**src/hdl/uhie_pkg.sv**
```systemverilog
// uhie_pkg: register map, field positions and carrier types for the
// host controller interrupt status / enable block.
// assumes a 32-bit register port with byte offsets as printed.
package uhie_pkg;
   localparam int          DATA_W        = 32;
   localparam int          ADDR_W        = 8;
   localparam int          CNT_W         = 2;
   // register offsets (byte addresses)
   localparam logic [7:0]  OFS_FLAGS     = 8'h0c;
   localparam logic [7:0]  OFS_ENABLES   = 8'h10;
   localparam logic [7:0]  OFS_EN_CLEAR  = 8'h14;
   // field positions
   localparam int          BIT_OVERRUN   = 0;
   localparam int          BIT_DONE_WB   = 1;
   localparam int          BIT_FRAME_ST  = 2;
   localparam int          BIT_RESUME    = 3;
   localparam int          BIT_FATAL     = 4;
   localparam int          BIT_FRM_OVF   = 5;
   localparam int          BIT_ROOT_HUB  = 6;
   localparam int          BIT_OWNER     = 30;
   localparam int          BIT_MASTER    = 31;
   localparam int          NUM_EVENTS    = 8;
   localparam int          FRM_MSB       = 15;
   // implemented bits of each register
   localparam logic [31:0] FLAG_MASK     = 32'h4000_007f;
   localparam logic [31:0] ENABLE_MASK   = 32'hc000_007f;
   localparam logic [31:0] RESET_VALUE   = 32'h0000_0000;
   localparam logic [1:0]  CNT_RESET     = 2'h0;
   localparam logic [1:0]  CNT_STEP      = 2'h1;

   // register port request from the bus side
   typedef struct packed {
      logic              rd;
      logic              wr;
      logic [7:0]        addr;
      logic [31:0]       wdata;
   } uhie_req_t;

   // event inputs from the controller core: one-cycle pulses, except two levels
   typedef struct packed {
      logic        owner_req;      // ownership_request set by software
      logic        root_hub_chg;   // root_hub_state / root_port_state changed
      logic        frame_msb_chg;  // frame_counter bit 15 toggled
      logic        shared_frm_upd; // shared_frame_counter written
      logic        sys_error;      // non-usb system error
      logic        resume_sig;     // level: downstream resume signalling
      logic        sw_resume;      // level: software entered bus_resume_state
      logic        frame_start;    // sof token issued
      logic        done_written;   // shared_done_queue_head written
      logic        sched_overrun;  // frame schedule overran
   } uhie_evt_t;
endpackage : uhie_pkg

```
**src/hdl/uhie_event_flags.sv**
```systemverilog
// uhie_event_flags: sticky write-one-to-clear flag bank, one bit per slot.
// assumes set pulses and clear strobes come from the mclk domain.
`timescale 1ns/1ps
`default_nettype none
module uhie_event_flags #(
   parameter int W = 32
) (
   // clock and reset
   input  wire logic         mclk,
   input  wire logic         reset,
   // set and clear
   input  wire logic [W-1:0] set_bits,
   input  wire logic [W-1:0] clr_bits,
   input  wire logic [W-1:0] keep_mask,
   // state
   output logic      [W-1:0] flags_q
);
   logic [W-1:0] flags_d;

   ////////////////////////////////////////////////////////////////////
   // next value per bit: set beats clear, unimplemented bits stay zero
   for (genvar i = 0; i < W; i++) begin : g_bit
      always_comb begin
         flags_d[i] = keep_mask[i] & (set_bits[i] | (flags_q[i] & ~clr_bits[i]));
      end
   end

   // flag register
   always_ff @(posedge mclk or posedge reset) begin
      if (reset) begin
         flags_q <= '0;
      end else begin
         flags_q <= flags_d;
      end
   end
endmodule : uhie_event_flags
`default_nettype wire

```
**src/hdl/uhie_irq_core.sv**
```systemverilog
// uhie_irq_core: interrupt status, enable and disable registers of a
// full/low-speed usb host controller, with host irq and smi outputs.
// assumes event inputs are synchronous to mclk; register port is a
// simple one-cycle read/write strobe pair, read data one cycle later.
// Notes on behaviour
// - defined events set their status flag, which stays until software clears it
// - host irq only with flag set, its enable set, and master enable set
// - writing 1 clears a flag, 0 leaves it, software never sets one
// - controller logic never clears flags; only write-one or reset does
// - ownership request sets ownership flag; if enabled, smi is raised at once
// - without an smi pin the ownership flag reads always zero
// - root hub or port status change sets the root hub change flag
// - frame counter msb toggle or shared frame copy update sets overflow flag
// - system error sets fatal flag and halts all processing and signalling
// - resume flag set on rising downstream resume, not on software resume
// - frame start flag set together with the sof token
// - done-written flag set after head write-back; no new write-back while set
// - schedule overrun sets overrun flag and increments two-bit counter
// - enable register: writing 1 sets a bit, 0 leaves it; read returns it
// - each enable gates its flag; bit 31 masters all others
// - disable port: writing 1 clears enable bit; read returns enable value
// - overrun counter starts at zero, wraps, counts even if flag already set
`timescale 1ns/1ps
`default_nettype none
module uhie_irq_core #(
   parameter bit HAS_SMI_PIN = 1'b1
) (
   // clock and reset
   input  wire logic                mclk,
   input  wire logic                reset,
   // register port
   input  wire uhie_pkg::uhie_req_t req,
   output logic               [31:0] rdata_q,
   output logic                      rvalid_q,
   // controller events
   input  wire uhie_pkg::uhie_evt_t evt,
   // controller control
   output logic                      halt_q,
   output logic                      done_wb_allow_q,
   output logic                [1:0] overrun_count_q,
   // interrupt outputs
   output logic                      host_irq_q,
   output logic                      system_mgmt_irq_pin_n_q
);
   logic [31:0] flags;
   logic [31:0] set_bits;
   logic [31:0] clr_bits;
   logic [31:0] keep_mask;
   logic [31:0] en_q;
   logic [31:0] en_d;
   logic [1:0]  cnt_d;
   logic        resume_q;
   logic        resume_d;
   logic        wr_flags;
   logic        wr_en;
   logic        wr_dis;
   logic [31:0] rdata_d;
   logic        rvalid_d;
   logic        halt_d;
   logic        irq_d;
   logic        smi_n_d;
   logic        done_allow_d;

   ////////////////////////////////////////////////////////////////////
   // address decode
   always_comb begin
      wr_flags = 1'b0;
      wr_en    = 1'b0;
      wr_dis   = 1'b0;
      if (req.wr && req.addr == uhie_pkg::OFS_FLAGS) begin
         wr_flags = 1'b1;
      end else if (req.wr && req.addr == uhie_pkg::OFS_ENABLES) begin
         wr_en = 1'b1;
      end else if (req.wr && req.addr == uhie_pkg::OFS_EN_CLEAR) begin
         wr_dis = 1'b1;
      end
   end

   ////////////////////////////////////////////////////////////////////
   // event sources into flag set bits
   always_comb begin
      set_bits = '0;
      set_bits[uhie_pkg::BIT_OWNER]    = evt.owner_req;
      set_bits[uhie_pkg::BIT_ROOT_HUB] = evt.root_hub_chg;
      set_bits[uhie_pkg::BIT_FRM_OVF]  = evt.frame_msb_chg | evt.shared_frm_upd;
      set_bits[uhie_pkg::BIT_FATAL]    = evt.sys_error;
      set_bits[uhie_pkg::BIT_RESUME]   = resume_d & ~resume_q & ~evt.sw_resume;
      set_bits[uhie_pkg::BIT_FRAME_ST] = evt.frame_start;
      set_bits[uhie_pkg::BIT_DONE_WB]  = evt.done_written & done_wb_allow_q;
      set_bits[uhie_pkg::BIT_OVERRUN]  = evt.sched_overrun;
      // write-one clears only; data never sets a flag
      clr_bits = wr_flags ? req.wdata : '0;
      keep_mask = uhie_pkg::FLAG_MASK;
      if (!HAS_SMI_PIN) begin
         keep_mask[uhie_pkg::BIT_OWNER] = 1'b0;
      end
   end

   // sticky status flags, set wins over a same-cycle clear
   uhie_event_flags #(
      .W (uhie_pkg::DATA_W)
   ) u_flags (
      .mclk      (mclk),
      .reset     (reset),
      .set_bits  (set_bits),
      .clr_bits  (clr_bits),
      .keep_mask (keep_mask),
      .flags_q   (flags)
   );

   ////////////////////////////////////////////////////////////////////
   // enable register, overrun counter and resume edge tracking
   always_comb begin
      en_d = en_q;
      if (wr_en) begin
         en_d = en_q | (req.wdata & uhie_pkg::ENABLE_MASK);
      end else if (wr_dis) begin
         en_d = en_q & ~req.wdata;
      end
      cnt_d = overrun_count_q;
      if (evt.sched_overrun) begin
         cnt_d = overrun_count_q + uhie_pkg::CNT_STEP;
      end
      resume_d = evt.resume_sig;
   end

   always_ff @(posedge mclk or posedge reset) begin
      if (reset) begin
         en_q            <= uhie_pkg::RESET_VALUE;
         overrun_count_q <= uhie_pkg::CNT_RESET;
         resume_q        <= 1'b0;
      end else begin
         en_q            <= en_d;
         overrun_count_q <= cnt_d;
         resume_q        <= resume_d;
      end
   end

   ////////////////////////////////////////////////////////////////////
   // interrupt outputs, halt and write-back gating
   always_comb begin
      // event flags gated by their enables and the master enable
      irq_d = en_d[uhie_pkg::BIT_MASTER] &
              (|(flags & en_d & uhie_pkg::FLAG_MASK &
                 ~(32'h1 << uhie_pkg::BIT_OWNER)));
      // ownership change goes to smi instead, immediately when unmasked
      smi_n_d = ~(HAS_SMI_PIN & flags[uhie_pkg::BIT_OWNER] &
                  en_d[uhie_pkg::BIT_OWNER] & en_d[uhie_pkg::BIT_MASTER]);
      halt_d = flags[uhie_pkg::BIT_FATAL] | evt.sys_error;
      done_allow_d = ~(flags[uhie_pkg::BIT_DONE_WB] | set_bits[uhie_pkg::BIT_DONE_WB]);
      rvalid_d = req.rd;
      rdata_d  = '0;
      if (req.rd && req.addr == uhie_pkg::OFS_FLAGS) begin
         rdata_d = flags;
      end else if (req.rd && req.addr == uhie_pkg::OFS_ENABLES) begin
         rdata_d = en_q;
      end else if (req.rd && req.addr == uhie_pkg::OFS_EN_CLEAR) begin
         rdata_d = en_q;
      end
   end

   always_ff @(posedge mclk or posedge reset) begin
      if (reset) begin
         host_irq_q              <= 1'b0;
         system_mgmt_irq_pin_n_q <= 1'b1;
         halt_q                  <= 1'b0;
         done_wb_allow_q         <= 1'b1;
         rvalid_q                <= 1'b0;
         rdata_q                 <= '0;
      end else begin
         host_irq_q              <= irq_d;
         system_mgmt_irq_pin_n_q <= smi_n_d;
         halt_q                  <= halt_d;
         done_wb_allow_q         <= done_allow_d;
         rvalid_q                <= rvalid_d;
         rdata_q                 <= rdata_d;
      end
   end
endmodule : uhie_irq_core
`default_nettype wire

```
**config.mk**
```make
export PLATFORM = sky130hd
export DESIGN_NAME = uhie_irq_core
export DESIGN_NICKNAME = d
export VERILOG_FILES = /design/src/hdl/uhie_pkg.sv /design/src/hdl/uhie_event_flags.sv /design/src/hdl/uhie_irq_core.sv
export SDC_FILE = /design/constraint.sdc
export NUM_CORES = 1
export LEC_CHECK = 0
export BUFFER_PORTS_ARGS = -buffer_cell sky130_fd_sc_hd__buf_2
export CORE_ASPECT_RATIO = 0.6
export CORE_MARGIN = 10
export CORE_UTILIZATION = 35
export CTS_CLUSTER_DIAMETER = 120
export DETAILED_ROUTE_END_ITERATION = 16
export GPL_TIMING_DRIVEN = 0
export PLACE_DENSITY = 0.56
export SYNTH_ARGS = -nofsm -noshare
export SYNTH_HDL_FRONTEND = slang
export SYNTH_HIERARCHICAL = 1
export SYNTH_SLANG_ARGS = --single-unit
```
**constraint.sdc**
```tcl
create_clock -name mclk -period 3.3 [get_ports mclk]
set_clock_uncertainty 0.2 [all_clocks]
set_input_delay 0.165 -clock mclk [delete_from_list [all_inputs] [get_ports mclk]]
set_output_delay 0.165 -clock mclk [all_outputs]
set_load 0.005 [all_outputs]
```
==> results of run 1 <==
==> state kept, by name (all words and copies together), names as in the netlist <==
register and count:
done_wb_allow_q 1, en_q 32, halt_q 1, host_irq_q 1, overrun_count_q 2, rdata_q 32
resume_q 1, rvalid_q 1, system_mgmt_irq_pin_n_q 1, u_flags/flags_q 32
==> kinds of logic (layout without fill, tap and decap cells) <==
kind of cell,count (synthesis),in the layout,synth area share [%]
xor gates and xnor gates,2,2,0.3852
AOI/OAI and AO/OA,102,102,17.91
other,2,56,0.1651
buffers and inverters,22,174,2.641
and+or+nand+nor,100,100,19.67
muxes,8,8,1.953
DFF,104,104,57.28
==> cell type report <==
cell class / instances / area [um^2] / area share, %
clock buffer: 15 / 287.8 / 4.655
timing repair buffer: 137 / 928.4 / 15.02
multi-input combinational: 268 / 2026 / 32.77
tap: 170 / 212.7 / 3.441
sequential: 104 / 2605 / 42.14
inverter: 5 / 21.27 / 0.3441
buffer: 17 / 101.3 / 1.639
==> Yosys cell counts, types with 2 or more instances <==
| master | number |
|---|---|
| dfrtp_1 | 102 |
| a22o_1 | 32 |
| and3_1 | 32 |
| nor2b_4 | 32 |
| o21a_1 | 32 |
| a21boi_0 | 22 |
| clkbuf_1 | 12 |
| nand2_1 | 12 |
| mux2_2 | 7 |
| buf_6 | 5 |
| inv_1 | 5 |
| nand3b_1 | 5 |
| a22oi_1 | 4 |
| a31oi_1 | 3 |
| a41oi_1 | 3 |
| and2_1 | 2 |
| and3b_1 | 2 |
| conb_1 | 2 |
| dfstp_2 | 2 |
| nand3_1 | 2 |
| nor4_1 | 2 |
| nor4_4 | 2 |
| or2_2 | 2 |
==> power by group <==
part | internal [mW] | switching, mW
Clock | 0.591 | 0.434
Sequential | 1.33 | 0.0361
Combinational | 0.153 | 0.118
==> through the flow <==
stage	power (mW)	TNS, ns	setup WS [ns]	instance area [um^2]
finish	2.659	0	1.034	6182
global route	2.789	0	0.9770	6182
CTS	2.700	0	1.053	6182
detailed placement	1.618	0	0.7000	5454
global placement	1.606	-0.5090	-0.01611	5424
floorplan	1.513	0	1.113	4751
==> layer usage <==
layer | GRT usage, % | wire (um) | up-vias
li1 | - | - | 1577
met1 | 18.38 | 5881 | 1628
met2 | 20.56 | 5266 | 86
met3 | 3.514 | 576 | 8
met4 | 3.589 | 95 | 0
met5 | 0 | 0 | -
==> tightest hold or removal path: stages <==
cell	delay, ns
buf_2	0.11
nand4_1	0.08
mux2i_1	0.09
inv_1	0.07
==> path summary, 6_finish.rpt <==
kind	end	slack, ns	cells after the start
worst max-delay path	u_flags/flags_q[6]$_DFF_PP0_	1.03	8
worst min-delay path	en_q[31]$_DFF_PP0_	0.02	4
worst max register to register	host_irq_q$_DFF_PP0_	1.66	4
worst min register to register	system_mgmt_irq_pin_n_q$_DFF_PP1_	0.27	1
max in group asynchronous	u_flags/flags_q[4]$_DFF_PP0_	2.03	3
min in group asynchronous	en_q[18]$_DFFE_PP0P_	0.14	3
==> timing repair <==
item                                   CTS  global route
setup buffers                            0             0
hold buffers                            44             0
endpoints found under the hold margin  148             0
==> results.ini, run 1 <==
[routing]
drc_errors = 0
routed_via_density = 4.608
avgRoutedWirePerCell_um = 16.51
vias = 3299
ant_nets = 0
drtPass1Iterations = 5
wl_um = 11820
drt_iter0_drc = 193

[place]
place_inst = 657
gp_congestion = 0.8387
dp_hpwl_um = 8521
portBuffers = 92

[worst_setup_path]
cp_cell_sequence = buf_2 -> or4_4 -> buf_6 -> nor4_4 -> clkbuf_1 -> and3_1 -> nor2b_4 -> o21a_1
crit_fanout = 10
r2r_start = u_flags/flags_q[1]$_DFF_PP0_
worstPathRequired_ns = 3.33
startpoint = req[37]
cp_slowest_cell = or4_4
timing.critical_path.buf_inv = 3
worst_setup_path_start_kind = input pin
endpoint_kind = register
max_stage_delay_ns = 0.52
crit_type = in -> reg
crit_family = simple AND/OR/NAND/NOR gates
cp.arrival_ns = 2.29

[clocking]
clkTransAtPathRegs_ns = 0.07
tritoncts = done
cts_sinks = 104
ctsRootBufferMaster = clkbuf_16
clkLatencyLatePin_ns = 0.34
numCtsBuffers = 9
clockBufferDepth = 2
htree_levels = 3
ctsResizeCount = 0

[logic_synthesis]
synthDominantCellAreaShare_pct = 56.12
synth_area_per_cell_um2 = 13.38
synth_seq_cells = 104
syn_area_um2 = 4548
yosys-top-cells-area = dfrtp_1 (56%), nor2b_4 (9.7%), a22o_1 (6.2%), o21a_1 (5.3%), and3_1 (4.4%)
netlist_instances = 340
synth-seq-area-share_pct = 57.28
synth_ff_type = dfrtp_1
synth-edff-count = 0
synth.distinct_cells = 39
ys_warn_count = 6
synth-async-reset-ratio_pct = 100.0
synth_top_cell_by_area = dfrtp_1

[sta]
hold_violations = 0
worstMarginPinSlew_ns = 0.7933
relSlewSlack_pct = 47.12
fmax_mhz = 441.2
fin_crit_sh_pct = 68.68
slew_violations = 0
setup-violations-final = 0
min_period_ns = 2.266
grt_setup_unrepaired = no
hold_ws_ns = 0.01930

[die]
dieArea_um2 = 18100
die_h_um = 108.3
chipWidth_um = 167.2
num_rows = 32
core_area_um2 = 12770
start_util_pct = 35.61
io_pins = 93

[grt]
track_usage_pct = 13.37
antenna_found_initial = 0
globalRouteOverflowTotal = 0
grt_max_degree = 54
grt_pass1_wl_um = 19350
first_global_vias = 3672

[final_layout]
final_common_cell = dfrtp_1
final_nets = 596
drive_gt1_share_pct = 29.67
final_cell_mix = dfrtp_1 (102), buf_2 (92), conb_1 (56)
stdcell_count = 716
area_growth_pct = 35.93
nFillCells = 1167
finish.utilization_pct = 48.40
n_antenna_cell = 0

[power_and_ir_drop]
powerDensity_nw_per_um2 = 430.0
peakVddDrop_mv = 0.2207
p_leak_nw = 3.174

[min_path]
min_path_type = in -> reg
min_from = req[31]

[job]
maxCapViolCount = 0

[status]
status = complete, no violations

Note: power is estimated with default switching activity, not from simulation.
==> run 2: changes to the inputs <==
==> constraint.sdc (replaced) <==
create_clock -name mclk -period 2.1 [get_ports mclk]
set_clock_uncertainty 0.2 [all_clocks]
set_input_delay 0.105 -clock mclk [delete_from_list [all_inputs] [get_ports mclk]]
set_output_delay 0.105 -clock mclk [all_outputs]
set_load 0.005 [all_outputs]
==> run 2 against run 1 <==
Effect of this change: flip-flop and latch count did not move; routed wire length rose by 1.5%; sequential share of layout area fell by 0.30 points; critical endpoint is now u_flags/flags_q[4]$_DFF_PP0_; clock power rose by 65%; highest routed layer unchanged; final area rose by 0.73%; largest power group unchanged; worst hold slack improved by 0.035 ns; die area did not move; combinational power rose by 57%.
==> results.ini, run 2 (synthesized netlist as in run 1, its figures left out) <==
[min_path]
min_path_type = in -> reg

[clocking]
clkTransAtPathRegs_ns = 0.06
tritoncts = done
ctsRootBufferMaster = clkbuf_16
htree_levels = 3
cts_sinks = 104
clkLatencyLatePin_ns = 0.34
clockBufferDepth = 2
numCtsBuffers = 9

[routing]
vias = 3355
avgRoutedWirePerCell_um = 16.64
drc_errors = 0
drt_iter0_drc = 208
drtPass1Iterations = 4
routed_via_density = 4.653
ant_nets = 0
wl_um = 12000

[worst_setup_path]
r2r_cells = 4
worstPathRequired_ns = 2.13
endpoint_kind = register
max_stage_delay_ns = 0.52
rrSetupSlack_ns = 0.44
cp_slowest_cell = or4_4
crit_fanout = 10
cp-endpoint = u_flags/flags_q[4]$_DFF_PP0_
cp_cell_sequence = buf_2 -> or4_4 -> buf_6 -> nor4_4 -> clkbuf_2 -> and3_1 -> nor2b_4 -> o21a_1
startpoint = req[37]
crit_type = in -> reg
r2r_start = u_flags/flags_q[1]$_DFF_PP0_
cp.arrival_ns = 2.03
r2r-end = host_irq_q$_DFF_PP0_
worst_setup_path_start_kind = input pin

[sta]
hold_ws_ns = 0.05439
grt_setup_unrepaired = no
slew_violations = 0
worstMarginPinSlew_ns = 0.8248
hold_violations = 0
fin_crit_sh_pct = 95.31
relSlewSlack_pct = 44.90
finalSetupTns_ns = 0
fmax_mhz = 499.6
setup-violations-final = 0
min_period_ns = 2.002

[job]
maxCapViolCount = 0

[power_and_ir_drop]
pwr-share-clk_pct = 39.8
p_sw_share_pct = 22.26
peakVddDrop_mv = 0.3408
powerDensity_nw_per_um2 = 684.7
combPwrFrac_pct = 10.0
seqPwrFrac_pct = 50.2
switching_power_mw = 0.9492
cell_internal_pwr_mw = 3.314
p_leak_nw = 3.202

[die]
num_rows = 32
core_area_um2 = 12770
start_util_pct = 35.61
die_h_um = 108.3
io_pins = 93
chipWidth_um = 167.2
dieArea_um2 = 18100

[grt]
globalRouteOverflowTotal = 0
grt_pass1_wl_um = 19410
track_usage_pct = 13.40
antenna_found_initial = 0
first_global_vias = 3602
grt_max_degree = 39

[place]
portBuffers = 92
dp_hpwl_um = 8573
gp_congestion = 0.8231

[final_layout]
final_nets = 600
final_common_cell = dfrtp_1
drive_gt1_share_pct = 30.67
n_antenna_cell = 0
largestRegisters = en_q (32), rdata_q (32), u_flags/flags_q (32)
area_growth_pct = 36.92
final_cell_mix = dfrtp_1 (102), buf_2 (92), conb_1 (56)

[status]
status = complete, no violations

==> run 2: critical path, delay by kind of cell <==
kind                   cells  cell delay [ns]
buffers and inverters      3             0.58
and+or+nand+nor            4             1.18
AOI/OAI and AO/OA          1             0.16
==> run 2: area by class of cell <==
cell class / instances / area [um^2]
flip-flops and latches: 104 / 2605
clock inverters: 2 / 37.54
repair buffers: 141 / 953.4
well taps: 170 / 212.7
plain buffers: 17 / 106.4
fillers: 1151 / 6545
inverters: 5 / 22.52
clock buffers: 14 / 264.0
multi-input cells: 268 / 2026
==> run 2: per-layer routing <==
metal,share of wire [%],track usage (%),vias up
met5,0,0,-
met3,6.1,4.239,7
met4,0.75,2.908,0
met2,44,20.20,86
met1,49,18.54,1673
li1,-,-,1589
==> run 2: metrics by stage <==
| step | instance area, um^2 | cells | power, mW | utilization, % | setup WS (ns) |
|---|---|---|---|---|---|
| 4_1_cts | 6202 | 718 | 4.327 | 48.56 | 0.06724 |
| 6_report | 6227 | 721 | 4.264 | 48.76 | 0.09849 |
| 5_1_grt | 6227 | 721 | 4.451 | 48.76 | 0.04147 |
| 2_1_floorplan | 4755 | 394 | 2.378 | - | 0.09964 |
| 3_3_place_gp | 5428 | 656 | 2.523 | 42.50 | -0.4113 |
| 3_5_place_dp | 5448 | 657 | 2.542 | 42.65 | -0.4031 |
==> run 2: worst min-delay path by stage <==
stage | startpoint | end | slack, ns | depth (start not counted)
2_1_floorplan | evt[4] | resume_q$_DFF_PP0_ | -0.06 | 0
3_3_place_gp | evt[4] | resume_q$_DFF_PP0_ | 0.03 | 1
3_5_place_dp | evt[4] | resume_q$_DFF_PP0_ | 0.03 | 1
4_1_cts | req[38] | en_q[31]$_DFF_PP0_ | 0.04 | 5
5_1_grt | req[39] | en_q[31]$_DFF_PP0_ | 0.1 | 5
6_report | req[38] | en_q[31]$_DFF_PP0_ | 0.05 | 5
==> run 2: repair_timing <==
item / in CTS / in global routing
endpoints found under the setup margin: 7 / 17
hold buffers: 45 / 0
pin swaps: 0 / 1
endpoints found under the hold margin: 113 / 0
setup buffers: 0 / 3
gates resized for setup: 2 / 4
==> run 2: power by group through the flow <==
stage	clock [mW]	sequential, mW	combinational (mW)
floorplan	0	2.17	0.210
CTS	1.76	2.14	0.429
finish	1.70	2.14	0.426
global route	1.83	2.15	0.474
global placement	0	2.17	0.349
detailed placement	0	2.18	0.362
==> run 3: changes to the inputs <==
--- a/config.mk
+++ b/config.mk
@@ -10,6 +10,7 @@
 export CORE_MARGIN = 10
 export CORE_UTILIZATION = 35
 export CTS_CLUSTER_DIAMETER = 120
+export CTS_CLUSTER_SIZE = 10
 export DETAILED_ROUTE_END_ITERATION = 16
 export GPL_TIMING_DRIVEN = 0
 export PLACE_DENSITY = 0.56
==> constraint.sdc (replaced) <==
create_clock -name mclk -period 2.1 [get_ports mclk]
set_clock_uncertainty 0.2 [all_clocks]
set_input_delay 0.21 -clock mclk [delete_from_list [all_inputs] [get_ports mclk]]
set_output_delay 0.21 -clock mclk [all_outputs]
set_load 0.005 [all_outputs]
==> run 3 against run 2 <==
Effect of this change: first-iteration DRC count is 7.7% lower; sequential power about the same; clock power barely moved; combinational power is 3% lower; critical path type unchanged; largest cell class unchanged; die area is the same.
==> results.ini, run 3 (synthesized netlist as in run 1, its figures left out) <==
[worst_setup_path]
timing.critical_path.buf_inv = 3
startpoint = req[37]
worst_setup_path_start_kind = input pin
cp_cell_sequence = buf_2 -> or4_4 -> buf_6 -> nor4_4 -> clkbuf_4 -> and3_1 -> nor2b_4 -> o21a_1
cp.depth = 8
r2r-end = host_irq_q$_DFF_PP0_
cp_slowest_cell = or4_4
worstPathRequired_ns = 2.13
endpoint_kind = register
cp-endpoint = u_flags/flags_q[30]$_DFF_PP0_
crit_fanout = 10
rrSetupSlack_ns = 0.46
r2r_start = u_flags/flags_q[1]$_DFF_PP0_
crit_family = simple AND/OR/NAND/NOR gates
max_stage_delay_ns = 0.52
crit_type = in -> reg
r2r_cells = 4
cp.arrival_ns = 2.09

[die]
num_rows = 32
start_util_pct = 35.61
io_pins = 93
die_h_um = 108.3
core_area_um2 = 12770
dieArea_um2 = 18100
chipWidth_um = 167.2

[power_and_ir_drop]
p_leak_nw = 3.172
total_power_mw = 4.254
powerDensity_nw_per_um2 = 691.9
peakVddDrop_mv = 0.3419

[clocking]
ctsRootBufferMaster = clkbuf_16
tritoncts = done
numCtsBuffers = 9
cts_sinks = 104
clockBufferDepth = 2
clkLatencyLatePin_ns = 0.34
htree_levels = 3
clkTransAtPathRegs_ns = 0.07

[place]
dp_hpwl_um = 8573
pre_cts_ws_ns = -0.5081
gp_congestion = 0.8231
place_inst = 657
portBuffers = 92
dpl_cell_area_um2 = 5448

[grt]
first_global_vias = 3543
grt_pass1_wl_um = 19070
grt_max_degree = 39
track_usage_pct = 13.20
antenna_found_initial = 0
globalRouteOverflowTotal = 0

[sta]
setup-violations-final = 0
grt_setup_unrepaired = no
fmax_mhz = 484.8
hold_violations = 0
relSlewSlack_pct = 45.31
finalSetupTns_ns = 0
min_period_ns = 2.063
slew_violations = 0
worstMarginPinSlew_ns = 0.8187
fin_crit_sh_pct = 98.22
setup_slack_ns = 0.03730
hold_ws_ns = 0.02050

[routing]
avgRoutedWirePerCell_um = 16.74
wl_um = 11920
drc_errors = 0
drtPass1Iterations = 4
routed_via_density = 4.629
ant_nets = 0
vias = 3296
drt_iter0_drc = 192

[job]
maxCapViolCount = 0

[final_layout]
final_nets = 591
final_common_cell = dfrtp_1
drive_gt1_share_pct = 31.55
n_antenna_cell = 0
largestRegisters = en_q (32), rdata_q (32), u_flags/flags_q (32)
area_growth_pct = 35.19
nFillCells = 1157
fin_area_um2 = 6148
finish.utilization_pct = 48.14
final_cell_mix = dfrtp_1 (102), buf_2 (92), conb_1 (56)
stdcell_count = 712

[min_path]
min_path_type = in -> reg

[status]
status = complete, no violations

[run 3: changes by cell type in the layout (fill, tap and decap cells not counted)]
cell           delta
dlygate4sd3_1     -8
clkbuf_1          -3
clkbuf_2          +1
clkbuf_4          +1
[run 3: worst min-delay path by stage]
stage            from                  to  slack, ns  cells past startpoint
2_1_floorplan  evt[4]  resume_q$_DFF_PP0_       0.04                      0
3_3_place_gp   evt[4]  resume_q$_DFF_PP0_       0.13                      1
3_5_place_dp   evt[4]  resume_q$_DFF_PP0_       0.13                      1
4_1_cts        req[3]   en_q[3]$_DFF_PP0_      0.002                      3
5_1_grt        req[1]   en_q[1]$_DFF_PP0_       0.02                      3
6_report       req[3]   en_q[3]$_DFF_PP0_       0.02                      3
[run 3: repair_timing]
action                                  in CTS  in global routing
hold endpoints to repair                   102                  0
buffers inserted                             0                  2
gates cloned                                 0                  0
hold buffers                                37                  0
pin swaps                                    0                  1
gates resized for setup                      4                 11
endpoints found under the setup margin      26                 35
[run 3: power breakdown]
group / internal (mW) / switching, mW / leakage [nW]
logic: 0.229 / 0.184 / 1.64
clock network: 0.992 / 0.707 / 0.143
registers: 2.08 / 0.0588 / 1.39
total: 3.30 / 0.950 / 3.17
[run 3: worst min-delay path: cells and delay by family]
family / cells / cell delay (ns)
and+or+nand+nor: 1 / 0.06
buffers and inverters: 1 / 0.13
muxes: 1 / 0.14
[run 3: area by class of cell]
class	instances	area [um^2]	share of cell area, %
inverter	5	22.52	0.3663
clock buffer	14	264.0	4.294
clock inverter	2	37.54	0.6105
multi-input combinational	268	2026	32.95
buffer	17	115.1	1.872
timing repair buffer	132	865.8	14.08
sequential	104	2605	42.37
tap	170	212.7	3.460
[run 3: routing by layer]
metal / share of wire [%] / up-vias / track usage, %
met4: 0.87 / 0 / 2.908
li1: - / 1565 / -
met3: 6.7 / 9 / 4.312
met2: 43 / 88 / 19.63
met1: 49 / 1634 / 18.39
met5: 0 / - / 0
